$ cat config.mk
export PLATFORM = sky130hd
export DESIGN_NAME = mbpwm_top
export DESIGN_NICKNAME = d
export VERILOG_FILES = /design/src/shared/mbpwm_pkg.sv /design/src/hdl/mbpwm_top.sv
export SDC_FILE = /design/constraint.sdc
export NUM_CORES = 1
export LEC_CHECK = 0
export CAP_MARGIN = 20
export CORE_AREA = 2 2 339 341
export DETAILED_ROUTE_END_ITERATION = 12
export DIE_AREA = 0 0 341 343
export DONT_BUFFER_PORTS = 1
export PLACE_DENSITY = 0.46
export REMOVE_ABC_BUFFERS = 1
export SLEW_MARGIN = 30
export SYNTH_ARGS = -nofsm -noshare
export SYNTH_HDL_FRONTEND = slang
export SYNTH_SLANG_ARGS = --single-unit
$ cat constraint.sdc
create_clock -name i_clk -period 5.6 [get_ports i_clk]
set_input_delay 1.12 -clock i_clk [delete_from_list [all_inputs] [get_ports i_clk]]
set_output_delay 1.12 -clock i_clk [all_outputs]
set_load 0.01 [all_outputs]
$ cat src/shared/mbpwm_pkg.sv
// package for the match based pwm timer: register map, field layout, types
// assumes a single 25 MHz clock and a plain strobe register port
package mbpwm_pkg;
  localparam int unsigned NUM_MATCH  = 7;
  localparam int unsigned NUM_OUT    = 6;
  localparam int unsigned ADDR_W     = 7;
  // ==========================================================
  // register offsets (byte addresses, one word each)
  localparam logic [ADDR_W-1:0] OFF_CTRL    = 7'h00;
  localparam logic [ADDR_W-1:0] OFF_PRESCL  = 7'h04;
  localparam logic [ADDR_W-1:0] OFF_COUNT   = 7'h08;
  localparam logic [ADDR_W-1:0] OFF_PRECNT  = 7'h0C;
  localparam logic [ADDR_W-1:0] OFF_MCTRL   = 7'h10;
  localparam logic [ADDR_W-1:0] OFF_OUTCFG  = 7'h14;
  localparam logic [ADDR_W-1:0] OFF_RELEASE = 7'h18;
  localparam logic [ADDR_W-1:0] OFF_STATUS  = 7'h1C;
  localparam logic [ADDR_W-1:0] OFF_INTCLR  = 7'h20;
  localparam logic [ADDR_W-1:0] OFF_INTEN   = 7'h24;
  localparam logic [ADDR_W-1:0] OFF_MATCH0  = 7'h28;
  localparam logic [ADDR_W-1:0] OFF_STEP    = 7'h04;
  // ==========================================================
  // control register bits
  localparam int unsigned CTRL_RUN   = 0;
  localparam int unsigned CTRL_CRST  = 1;
  localparam int unsigned CTRL_PWMEN = 2;
  localparam int unsigned CTRL_CNTM  = 3;
  localparam int unsigned CTRL_CSEL  = 4;
  localparam int unsigned CTRL_SLAVE = 6;
  // match control: three bits per match: int, reset, stop
  localparam int unsigned MC_INT     = 0;
  localparam int unsigned MC_RST     = 1;
  localparam int unsigned MC_STOP    = 2;
  // output config: bits 5:0 output enable, bits 13:9 double edge select, bit 8 unused
  localparam int unsigned OC_EN      = 0;
  localparam int unsigned OC_DBL     = 8;
  localparam logic [31:0] RST_WORD   = 32'h0000_0000;

  typedef struct packed {
    logic [ADDR_W-1:0] addr;
    logic [31:0]       wdata;
    logic              wr;
    logic              rd;
  } mbpwm_req_t;
endpackage

$ cat src/hdl/mbpwm_top.sv
// match based pwm timer: 32 bit prescaler, counter, seven shadowed matches
// assumes one clock, synchronous low reset, capture pins asynchronous
`timescale 1ns/1ps
//Contract
//- period match resets count, new cycle
//- single edge output uses one match
//- single edge outputs rise at cycle start
//- constant low output never rises
//- double edge uses rise and fall match
//- edge order gives positive or negative pulse
//- seven matches, six single, five double
//- match may interrupt, stop or reset
//- timer or capture pin counter mode
//- 32 bit counter with 32 bit prescaler
//- any counts, shared repetition rate
//- matches apply only after release, at cycle end while running in pwm mode
//- pwm disabled means plain timer
//- master slave synchronised start
module mbpwm_top (
  input  wire logic                               i_clk,
  input  wire logic                               i_resetn,
  input  wire logic                               i_ce,
  input  wire mbpwm_pkg::mbpwm_req_t              i_req,
  output logic [31:0]                             o_rdata,
  input  wire logic [1:0]                         i_cap,
  input  wire logic                               i_sync_start,
  output logic                                    o_sync_start,
  output logic [mbpwm_pkg::NUM_OUT-1:0]           o_pwm,
  output logic [mbpwm_pkg::NUM_OUT-1:0]           o_pwm_oe,
  output logic                                    o_irq
);
  localparam int unsigned NM = mbpwm_pkg::NUM_MATCH;
  localparam int unsigned NO = mbpwm_pkg::NUM_OUT;
  // every output needs its own match beside the period match
  if (NM != NO + 1) begin
    $error("match count must be outputs plus one");
  end
  // all match words must fit below the top of the address space
  if (int'(mbpwm_pkg::OFF_MATCH0) + NM * int'(mbpwm_pkg::OFF_STEP) >
      (1 << mbpwm_pkg::ADDR_W)) begin
    $error("match words exceed the address space");
  end

  // ==========================================================
  // registers
  logic [6:0]        ctrl_q;
  logic [31:0]       prescl_q;
  logic [31:0]       count_q;
  logic [31:0]       precnt_q;
  logic [3*NM-1:0]   mctrl_q;
  logic [15:0]       outcfg_q;
  logic [NM-1:0]     pend_q;
  logic [NM-1:0]     status_q;
  logic [NM-1:0]     inten_q;
  logic [31:0]       shadow_q [NM];
  logic [31:0]       match_q  [NM];
  logic [NO-1:0]     pwm_q;
  logic [31:0]       rdata_q;
  logic [1:0]        cap_s1_q;
  logic [1:0]        cap_s2_q;
  logic [1:0]        cap_s3_q;
  logic              sync_s1_q;
  logic              sync_s2_q;

  logic              wr_ctrl;
  logic              wr_release;
  logic              wr_clr;
  logic              wr_prescl;
  logic              wr_mctrl;
  logic              wr_outcfg;
  logic              wr_inten;
  logic [NM-1:0]     wr_match;
  logic              tick;
  logic              cap_edge;
  logic [NM-1:0]     hit;
  logic              period_end;
  logic              stop_hit;
  logic              rst_hit;
  logic              running;

  assign wr_ctrl    = i_req.wr && (i_req.addr == mbpwm_pkg::OFF_CTRL);
  assign wr_release = i_req.wr && (i_req.addr == mbpwm_pkg::OFF_RELEASE);
  assign wr_clr     = i_req.wr && (i_req.addr == mbpwm_pkg::OFF_INTCLR);
  assign wr_prescl  = i_req.wr && (i_req.addr == mbpwm_pkg::OFF_PRESCL);
  assign wr_mctrl   = i_req.wr && (i_req.addr == mbpwm_pkg::OFF_MCTRL);
  assign wr_outcfg  = i_req.wr && (i_req.addr == mbpwm_pkg::OFF_OUTCFG);
  assign wr_inten   = i_req.wr && (i_req.addr == mbpwm_pkg::OFF_INTEN);

  always_comb begin
    for (int k = 0; k < NM; k++) begin
      wr_match[k] = i_req.wr &&
        (i_req.addr == mbpwm_pkg::OFF_MATCH0 + 7'(k) * mbpwm_pkg::OFF_STEP);
    end
  end

  // ==========================================================
  // input synchronisers
  always_ff @(posedge i_clk) begin
    if (!i_resetn) begin
      cap_s1_q  <= 2'h0;
      cap_s2_q  <= 2'h0;
      cap_s3_q  <= 2'h0;
    end else if (i_ce) begin
      cap_s1_q  <= i_cap;
      cap_s2_q  <= cap_s1_q;
      cap_s3_q  <= cap_s2_q;
    end
  end
  // master start strobe comes from another instance
  always_ff @(posedge i_clk) begin
    if (!i_resetn) begin
      sync_s1_q <= 1'h0;
      sync_s2_q <= 1'h0;
    end else if (i_ce) begin
      sync_s1_q <= i_sync_start;
      sync_s2_q <= sync_s1_q;
    end
  end

  // ==========================================================
  // count source and prescaler
  logic csel;
  assign csel     = ctrl_q[mbpwm_pkg::CTRL_CSEL];
  assign cap_edge = cap_s2_q[csel] && !cap_s3_q[csel];
  // slave waits for the master's start strobe
  assign running  = ctrl_q[mbpwm_pkg::CTRL_RUN] && !ctrl_q[mbpwm_pkg::CTRL_CRST] &&
                    (!ctrl_q[mbpwm_pkg::CTRL_SLAVE] || sync_s2_q);
  logic src_en;
  assign src_en = ctrl_q[mbpwm_pkg::CTRL_CNTM] ? cap_edge : 1'b1;
  // lowering the prescale mid-count must not wrap the prescaler
  assign tick   = running && src_en && (precnt_q >= prescl_q);

  always_ff @(posedge i_clk) begin
    if (!i_resetn) begin
      precnt_q <= mbpwm_pkg::RST_WORD;
    end else if (i_ce) begin
      if (ctrl_q[mbpwm_pkg::CTRL_CRST] || tick) begin
        precnt_q <= mbpwm_pkg::RST_WORD;
      end else if (running && src_en) begin
        precnt_q <= precnt_q + 32'h1;
      end
    end
  end

  // ==========================================================
  // match compare, evaluated on each tick
  always_comb begin
    for (int k = 0; k < NM; k++) begin
      hit[k] = tick && (count_q == match_q[k]);
    end
  end
  always_comb begin
    stop_hit = 1'b0;
    rst_hit  = 1'b0;
    for (int k = 0; k < NM; k++) begin
      stop_hit = stop_hit | (hit[k] & mctrl_q[3*k+mbpwm_pkg::MC_STOP]);
      rst_hit  = rst_hit  | (hit[k] & mctrl_q[3*k+mbpwm_pkg::MC_RST]);
    end
  end
  // in pwm mode the period match always ends the cycle
  assign period_end = rst_hit ||
    (ctrl_q[mbpwm_pkg::CTRL_PWMEN] && hit[0]);

  always_ff @(posedge i_clk) begin
    if (!i_resetn) begin
      count_q <= mbpwm_pkg::RST_WORD;
    end else if (i_ce) begin
      if (ctrl_q[mbpwm_pkg::CTRL_CRST]) begin
        count_q <= mbpwm_pkg::RST_WORD;
      end else if (period_end) begin
        count_q <= mbpwm_pkg::RST_WORD;
      end else if (tick) begin
        count_q <= count_q + 32'h1;
      end
    end
  end

  // ==========================================================
  // control, configuration, stop action
  always_ff @(posedge i_clk) begin
    if (!i_resetn) begin
      ctrl_q <= 7'h00;
    end else if (i_ce) begin
      if (wr_ctrl) begin
        ctrl_q <= i_req.wdata[6:0];
      end else if (stop_hit) begin
        ctrl_q[mbpwm_pkg::CTRL_RUN] <= 1'b0;
      end
    end
  end
  // configuration words, each written whole
  always_ff @(posedge i_clk) begin
    if (!i_resetn) begin
      prescl_q <= mbpwm_pkg::RST_WORD;
      mctrl_q  <= '0;
      outcfg_q <= 16'h0000;
      inten_q  <= '0;
    end else if (i_ce) begin
      if (wr_prescl) begin
        prescl_q <= i_req.wdata;
      end
      if (wr_mctrl) begin
        mctrl_q <= i_req.wdata[3*NM-1:0];
      end
      if (wr_outcfg) begin
        outcfg_q <= i_req.wdata[15:0];
      end
      if (wr_inten) begin
        inten_q <= i_req.wdata[NM-1:0];
      end
    end
  end

  // ==========================================================
  // shadowed match values
  logic reload;
  // while stopped or not in pwm mode, released values apply at once
  assign reload = !ctrl_q[mbpwm_pkg::CTRL_PWMEN] || !running || period_end;

  // active value each match holds after this edge
  logic [31:0] next_match [NM];
  always_comb begin
    for (int k = 0; k < NM; k++) begin
      next_match[k] = (pend_q[k] && reload) ? shadow_q[k] : match_q[k];
    end
  end

  always_ff @(posedge i_clk) begin
    if (!i_resetn) begin
      for (int k = 0; k < NM; k++) begin
        shadow_q[k] <= mbpwm_pkg::RST_WORD;
      end
    end else if (i_ce) begin
      for (int k = 0; k < NM; k++) begin
        if (wr_match[k]) begin
          shadow_q[k] <= i_req.wdata;
        end
      end
    end
  end
  // active values follow the shadows only at a reload
  always_ff @(posedge i_clk) begin
    if (!i_resetn) begin
      for (int k = 0; k < NM; k++) begin
        match_q[k] <= mbpwm_pkg::RST_WORD;
      end
    end else if (i_ce) begin
      for (int k = 0; k < NM; k++) begin
        match_q[k] <= next_match[k];
      end
    end
  end
  // release arriving with a reload stays pending for next time
  always_ff @(posedge i_clk) begin
    if (!i_resetn) begin
      pend_q <= '0;
    end else if (i_ce) begin
      if (wr_release) begin
        pend_q <= pend_q | i_req.wdata[NM-1:0];
      end else if (reload) begin
        pend_q <= '0;
      end
    end
  end

  // ==========================================================
  // pwm outputs
  always_ff @(posedge i_clk) begin
    if (!i_resetn) begin
      pwm_q <= '0;
    end else if (i_ce) begin
      for (int n = 1; n <= NO; n++) begin
        if (outcfg_q[mbpwm_pkg::OC_DBL+n-1] && n >= 2) begin
          // double edge: match n-1 rises, match n falls
          if (hit[n]) begin
            pwm_q[n-1] <= 1'b0;
          end else if (hit[n-1]) begin
            pwm_q[n-1] <= 1'b1;
          end
        end else begin
          // a zero match keeps the output low all cycle
          if (hit[n]) begin
            pwm_q[n-1] <= 1'b0;
          end else if (period_end && next_match[n] != 32'h0) begin
            pwm_q[n-1] <= 1'b1;
          end
        end
      end
    end
  end
  // pins driven only in pwm mode
  assign o_pwm_oe = ctrl_q[mbpwm_pkg::CTRL_PWMEN] ?
    outcfg_q[mbpwm_pkg::OC_EN+NO-1:mbpwm_pkg::OC_EN] : '0;
  assign o_pwm    = pwm_q & o_pwm_oe;
  assign o_sync_start = ctrl_q[mbpwm_pkg::CTRL_RUN] && !ctrl_q[mbpwm_pkg::CTRL_CRST];

  // ==========================================================
  // interrupt status, set wins over clear
  always_ff @(posedge i_clk) begin
    if (!i_resetn) begin
      status_q <= '0;
    end else if (i_ce) begin
      for (int k = 0; k < NM; k++) begin
        if (hit[k] && mctrl_q[3*k+mbpwm_pkg::MC_INT]) begin
          status_q[k] <= 1'b1;
        end else if (wr_clr && i_req.wdata[k]) begin
          status_q[k] <= 1'b0;
        end
      end
    end
  end
  assign o_irq = |(status_q & inten_q);

  // ==========================================================
  // read port
  always_ff @(posedge i_clk) begin
    if (!i_resetn) begin
      rdata_q <= mbpwm_pkg::RST_WORD;
    end else if (i_ce) begin
      rdata_q <= mbpwm_pkg::RST_WORD;
      if (i_req.rd) begin
        unique case (i_req.addr)
          mbpwm_pkg::OFF_CTRL:   rdata_q <= {25'h0, ctrl_q};
          mbpwm_pkg::OFF_PRESCL: rdata_q <= prescl_q;
          mbpwm_pkg::OFF_COUNT:  rdata_q <= count_q;
          mbpwm_pkg::OFF_PRECNT: rdata_q <= precnt_q;
          mbpwm_pkg::OFF_MCTRL:  rdata_q <= {11'h0, mctrl_q};
          mbpwm_pkg::OFF_OUTCFG: rdata_q <= {16'h0, outcfg_q};
          mbpwm_pkg::OFF_RELEASE: rdata_q <= {25'h0, pend_q};
          mbpwm_pkg::OFF_STATUS: rdata_q <= {25'h0, status_q};
          mbpwm_pkg::OFF_INTEN:  rdata_q <= {25'h0, inten_q};
          default: begin
            for (int k = 0; k < NM; k++) begin
              if (i_req.addr == mbpwm_pkg::OFF_MATCH0 + 7'(k) * mbpwm_pkg::OFF_STEP) begin
                rdata_q <= shadow_q[k];
              end
            end
          end
        endcase
      end
    end
  end
  assign o_rdata = rdata_q;
endmodule

* Word-level counts from Yosys, hierarchy flattened
Memory sizes are Yosys's and may differ from the RTL's.
Cells that the tools add are included.
** Cells by class
- Reductions and logical operators :: 111
- Muxes and demuxes :: 118
- $lt $le $gt $ge :: 2
- Bitwise gates (word level) :: 43
- Add/sub/neg operators :: 2
- Eq/ne operators :: 28
** Operators with widths (count)
- two-way mux 32 bit :: 34
- one-hot mux 32 bit (9 select lines) :: 1
- equality test 32 bit :: 7
- nonzero test 32 bit :: 6
- two-way mux 1 bit :: 80
- adder 32 x 1 -> 32 bit (second input constant) :: 2
- equality test 7 x 6 -> 1 bit (second input constant) :: 8
- logical AND 1 bit :: 54
- AND reduction 2 bit :: 17
- >= comparator 32 bit :: 1
- equality test 7 x 5 -> 1 bit (second input constant) :: 4
- OR 1 bit :: 26
- nonzero test 2 bit :: 11
- nonzero test 3 bit :: 6
- inequality test 3 x 1 -> 1 bit (second input constant) :: 5
- AND reduction 3 bit :: 5
- bitwise AND 1 bit :: 14
- equality test 7 x 4 -> 1 bit (second input constant) :: 2
- two-way mux 7 bit :: 2
- bitwise AND 7 bit :: 1
- equality test 7 x 3 -> 1 bit (second input constant) :: 1
- equality test 7 bit (second input constant) :: 1
- zero test 7 bit :: 1
- OR 7 bit :: 1
- other kinds (6) :: 14
** Storage, ports and cells
- Word-level logic and storage cells :: 334
- Bits in writable memories :: 448
- Memories :: 2
- Register bits :: 207
** Memory list
- match_q :: depth 7, width 32, read ports 7, clocked after memory_dff 0, wr ports 7, line mbpwm_top.sv:56 : logic [31:0] match_q [NM];
- shadow_q :: depth 7, width 32, read ports 7, clocked after memory_dff 0, wr ports 7, line mbpwm_top.sv:55 : logic [31:0] shadow_q [NM];

* Depth between registers and ports, before layout
- Word-level depth :: 24
- Gate-level depth with buffers :: 13
- Mapped depth without buffers :: 11

* Worst setup path after synthesis
Ideal clock, no wire load.
- Kind :: input to register
- Start point :: input port i_ce
- End point :: memory match_q[1][0] (enable)
- Data arrival time :: 5410 ps
- Cell stages on the path :: 4
- Path slack :: -353 ps
- Path through :: clkbuf_1 -> nor2_1 -> clkbuf_1 -> inv_1
** RTL lines
- start: declaration :: line mbpwm_top.sv:22 : input wire logic i_ce,
- end: declaration :: line mbpwm_top.sv:56

* Worst setup path in the final report
- Start point :: register count_q[16]
- End point :: register pwm_q[0]
** Between the ends
- Cells in the longest elaborated chain, start to end :: 17
- Elaborated cells between the ends (all ways) :: 37
- Classes of those cells :: eq/ne (7); mux (2); bitwise (13); reduce/logical (15)
** RTL lines
- start: declaration :: line mbpwm_top.sv:48 : logic [31:0] count_q;
- start signal: assignment :: line mbpwm_top.sv:166 : count_q <= mbpwm_pkg::RST_WORD;
- start signal: assignment :: line mbpwm_top.sv:169 : count_q <= mbpwm_pkg::RST_WORD;
- start signal: assignment :: line mbpwm_top.sv:171 : count_q <= mbpwm_pkg::RST_WORD;
- equality test 32 bit :: line mbpwm_top.sv:149 : hit[k] = tick && (count_q == match_q[k]);
- logical AND 1 bit :: line mbpwm_top.sv:149
- bitwise AND 1 bit :: line mbpwm_top.sv:157 : rst_hit = rst_hit | (hit[k] & mctrl_q[3*k+mbpwm_pkg::MC_RST]);
- OR 1 bit (6 in series) :: line mbpwm_top.sv:157
- logical OR 1 bit :: line mbpwm_top.sv:161 : assign period_end = rst_hit ||
- logical OR 1 bit :: line mbpwm_top.sv:218 : assign reload = !ctrl_q[mbpwm_pkg::CTRL_PWMEN] || !running || period_end;
- logical AND 1 bit :: line mbpwm_top.sv:224 : next_match[k] = (pend_q[k] && reload) ? shadow_q[k] : match_q[k];
- two-way mux 32 bit :: line mbpwm_top.sv:224
- nonzero test 32 bit :: line mbpwm_top.sv:284 : end else if (period_end && next_match[n] != 32'h0) begin
- logical AND 1 bit :: line mbpwm_top.sv:284
- nonzero test 2 bit (no source line)
- AND reduction 2 bit (no source line)
- end signal: indexed assignment :: line mbpwm_top.sv:278 : pwm_q[n-1] <= 1'b1;
- end signal: indexed assignment :: line mbpwm_top.sv:283 : pwm_q[n-1] <= 1'b0;
- end signal: indexed assignment :: line mbpwm_top.sv:285 : pwm_q[n-1] <= 1'b1;
- end: declaration :: line mbpwm_top.sv:57 : logic [NO-1:0] pwm_q;
Several ways; a longest one is shown, not always the timed one.
A chain may end at the register's enable or synchronous reset.

==> summary.txt <==
STA
  – # setup viols final: 0
  – Clock period minus worst slack: about 4.2 ns
  – RSZ-0062 raised after global routing: false
  – Max_slew headroom: between 30% and 40%
  – Final hold slack: 0.455 ns
  – Fmax: 238 MHz
  – Final Max Tran Viols: 0
  – Worst Tran Pin Value: 0.956 ns
  – Setup ws final: between 1 and 1.5 ns
  – Final hold vios: 0
  – Final period utilization: between 70% and 80%
  – Clock skew: 0.0308 ns

Global routing
  – Antenna violations before repair: 7
  – Grt ovf: 0
  – First-pass GRT wire length: 211000 um
  – GRT Util Overall: between 20% and 30%
  – Largest net degree at the start of global routing: 101
  – Number of global-route vias before repair: between 20000 and 30000

Logic synthesis
  – Ys flop type: edfxtp_1
  – Yosys cell types: 78
  – Mean Syn Cell Area: 10.5 um^2
  – Post-synth design cell area: 32600 um^2
  – Number of synthesized register bits: 655
  – EDFF count, synth: 448
  – Syn Inst Count: 3108
  – Asr flop ratio synth: 0%
  – Post-synthesis sequential area ratio: 53.9%
  – Synth warn: 0

Clocking
  – PostCTS Resize Cnt: 0
  – H-tree levels: 3
  – Setup Fix Bufs, Post-CTS: 0
  – Worst-case clock buffer depth: 3
  – Clock sinks: about 660
  – CTS tree: yes
  – Worst skew pair latency: 0.67 ns
  – Clock transition at the registers of the reported paths: roughly 0.06 ns
  – CTS root buffer: clkbuf_16
  – # hold bufs at CTS: 0
  – CTS Buf Count: 82

Finish
  – Area delta synth->final: 14.5%
  – Commonest cells after routing, fill and taps aside: 473 x nor2_1, 448 x edfxtp_1, 276 x nand2_1
  – Nets: 3177
  – Commonest non-fill, non-tap cell in the layout: nor2_1
  – Fin area: 37400 um^2
  – Ratio of cells with drive above 1 in the final layout: roughly a tenth

Worst setup path
  – Reg2reg end: pwm_q[0]$_SDFFE_PN0P_
  – R2r setup slk: 1.39 ns
  – Critical path required time: approximately 6.2 ns
  – CP Launch Point: count_q[16]$_SDFFE_PN0P_
  – CP endpoint: pwm_q[0]$_SDFFE_PN0P_
  – Critical path depth: 11
  – Critical Path End Type: flop
  – Critical path's top delay family: compound AO/OA/AOI/OAI gates
  – Reg2Reg Launch Point: count_q[16]$_SDFFE_PN0P_
  – Worst path cell trace: xor2_1 -> nor4_1 -> nand4_1 -> nor2_2 -> a222oi_1 -> a21boi_2 -> buf_4 -> o21ai_4 -> buf_4 -> a221oi_1 -> o21a_1
  – WP buf/inv: 2
  – Max incr delay on CP: between 0.8 and 0.9 ns
  – WP data arrival: between 4 and 5 ns
  – Crit path max-delay cell type: dfxtp_1
  – WS Path Type: reg2reg
  – CP max FO: 33
  – Worst-case reg-to-reg path depth: 11
  – Startpoint types: flop
  – Most frequent CP cell: buf_4

Floorplanning
  – Row cnt: 124
  – Starting density of the core: 28.8%
  – Vert. Die Dim: 343 um
  – # IOs: 93
  – Die X: 341 um
  – Die area: 117000 um^2
  – CORE AREA: 113000 um^2

Detailed routing
  – Via density: 5.76
  – Wire per inst: 32.8 um
  – First DRT Iteration DRCs: 4234
  – Via count: approximately 27000
  – Routed WL: 153000 um
  – DR pass1 iterations: 8
  – DRT antenna net count: 0
  – DRC violations left: 0

Status
  – Status: finished clean

Pwr
  – Power per Cell Area: 318 nW/um^2
  – VDD IR max: ~230 uV
  – Pleak: between 15 and 20 nW

Placement
  – RD Place Congestion: 0.961
  – Placed cell area: 34600 um^2
  – # port buffers: 0
  – DP HPWL: 111000 um
  – Dpl ws: 1.46 ns

Job
  – Max Cap Viol: 0

Hold path
  – Worst hold path type: reg2reg
-- routing by layer --
metal,global-route usage [%],routed length [um]
met2,39.0,67700
met4,9.83,6770
met1,34.1,62500
met5,0,49
met3,7.20,16200
-- worst reg2reg max path, cell delays in order, from the launching register on --
cell and delay [ns]:
dfxtp_1 0.82, xor2_1 0.23, nor4_1 0.52, nand4_1 0.18
nor2_2 0.51, a222oi_1 0.24, a21boi_2 0.16, buf_4 0.27
o21ai_4 0.07, buf_4 0.32, a221oi_1 0.64, o21a_1 0.18
-- cell families (layout without fill, tap and decap cells) --
group,after synthesis,count (layout),synth area share [%]
AND/OR/NAND/NOR,1223,1223,17.6
flip-flops,655,655,53.9
AO/OA/AOI/OAI,450,450,10.3
buffers and inverters,291,348,3.99
XOR/XNOR,253,253,6.79
multiplexers,202,202,6.20
adder cells (fa/ha/maj),34,34,1.30
other,0,1,0
-- how the worst min path moves through the flow --
stage,cells past startpoint,startpoint,to,slack (ns)
after floorplan,1,pwm_q[0]$_SDFFE_PN0P_,pwm_q[0]$_SDFFE_PN0P_,0.43
after global placement,2,outcfg_q[7]$_SDFFE_PN0P_,outcfg_q[7]$_SDFFE_PN0P_,0.44
after detailed placement,2,outcfg_q[7]$_SDFFE_PN0P_,outcfg_q[7]$_SDFFE_PN0P_,0.45
after CTS,2,outcfg_q[7]$_SDFFE_PN0P_,outcfg_q[7]$_SDFFE_PN0P_,0.46
after global routing,2,outcfg_q[8]$_SDFFE_PN0P_,outcfg_q[8]$_SDFFE_PN0P_,0.49
final,2,outcfg_q[7]$_SDFFE_PN0P_,outcfg_q[7]$_SDFFE_PN0P_,0.45
-- metrics by stage --
step                      total power, W  cells  setup TNS [ns]  util (%)
after floorplan                  0.00599   2902         -673.97         -
after global routing              0.0122   4677               0      32.9
after CTS                         0.0119   4677               0      32.9
after detailed placement         0.00639   4524               0      30.5
final                             0.0119   4678               0      32.9
after global placement           0.00640   4523               0      30.5
-- cell usage after synthesis, types with 14 or more instances --
cell        n  area share (%)
buf_4      19            0.44
ha_1       34             1.3
dfxtp_1   207              13
inv_1      85            0.98
nand2_1   278             3.2
clkbuf_1  133             1.5
a22oi_1    69             1.6
a22o_1     48             1.3
o21a_1     30            0.69
mux2i_1   201             6.2
a21oi_1   118             1.8
xor2_1    238             6.4
nor3_1     33            0.51
nor4_1    160             3.1
a222oi_1   53             1.6
edfxtp_1  448              41
and2_1     14            0.27
nor2_1    486             5.6
and3_1     62             1.2
o21ai_0    36            0.55
xnor2_1    15            0.40
a221oi_1   24            0.64
nand4_1    72             1.4
nand3_1    54            0.83
buf_2      33            0.51
-- sequential cells by signal (all words and copies together), names as in the netlist --
register   flops
match_q      224
pwm_q          6
mctrl_q       21
inten_q        7
status_q       7
shadow_q     224
cap_s2_q       2
outcfg_q      16
pend_q         7
precnt_q      32
prescl_q      32
ctrl_q         7
cap_s1_q       2
o_rdata       32
cap_s3_q       2
count_q       32
sync_s1_q      1
sync_s2_q      1
-- area by class of cell --
cell class,count,area (um^2)
fill,11600,76000
sequential,655,17600
multi-input combinational,2162,13900
clock buffer,122,2370
tap,1512,1890
timing repair buffer,110,908
clock inverter,31,398
inverter,85,332
antenna,1,2.50
-- where the power goes --
group	leakage, nW	switching, W	total (W)	internal (W)
registers	6.26	0.000324	0.00571	0.00539
clock network	1.36	0.00226	0.00556	0.00331
logic	7.51	0.000419	0.000610	0.000191
total	15.1	0.00300	0.0119	0.00889
(Power assumes the default switching activity.)
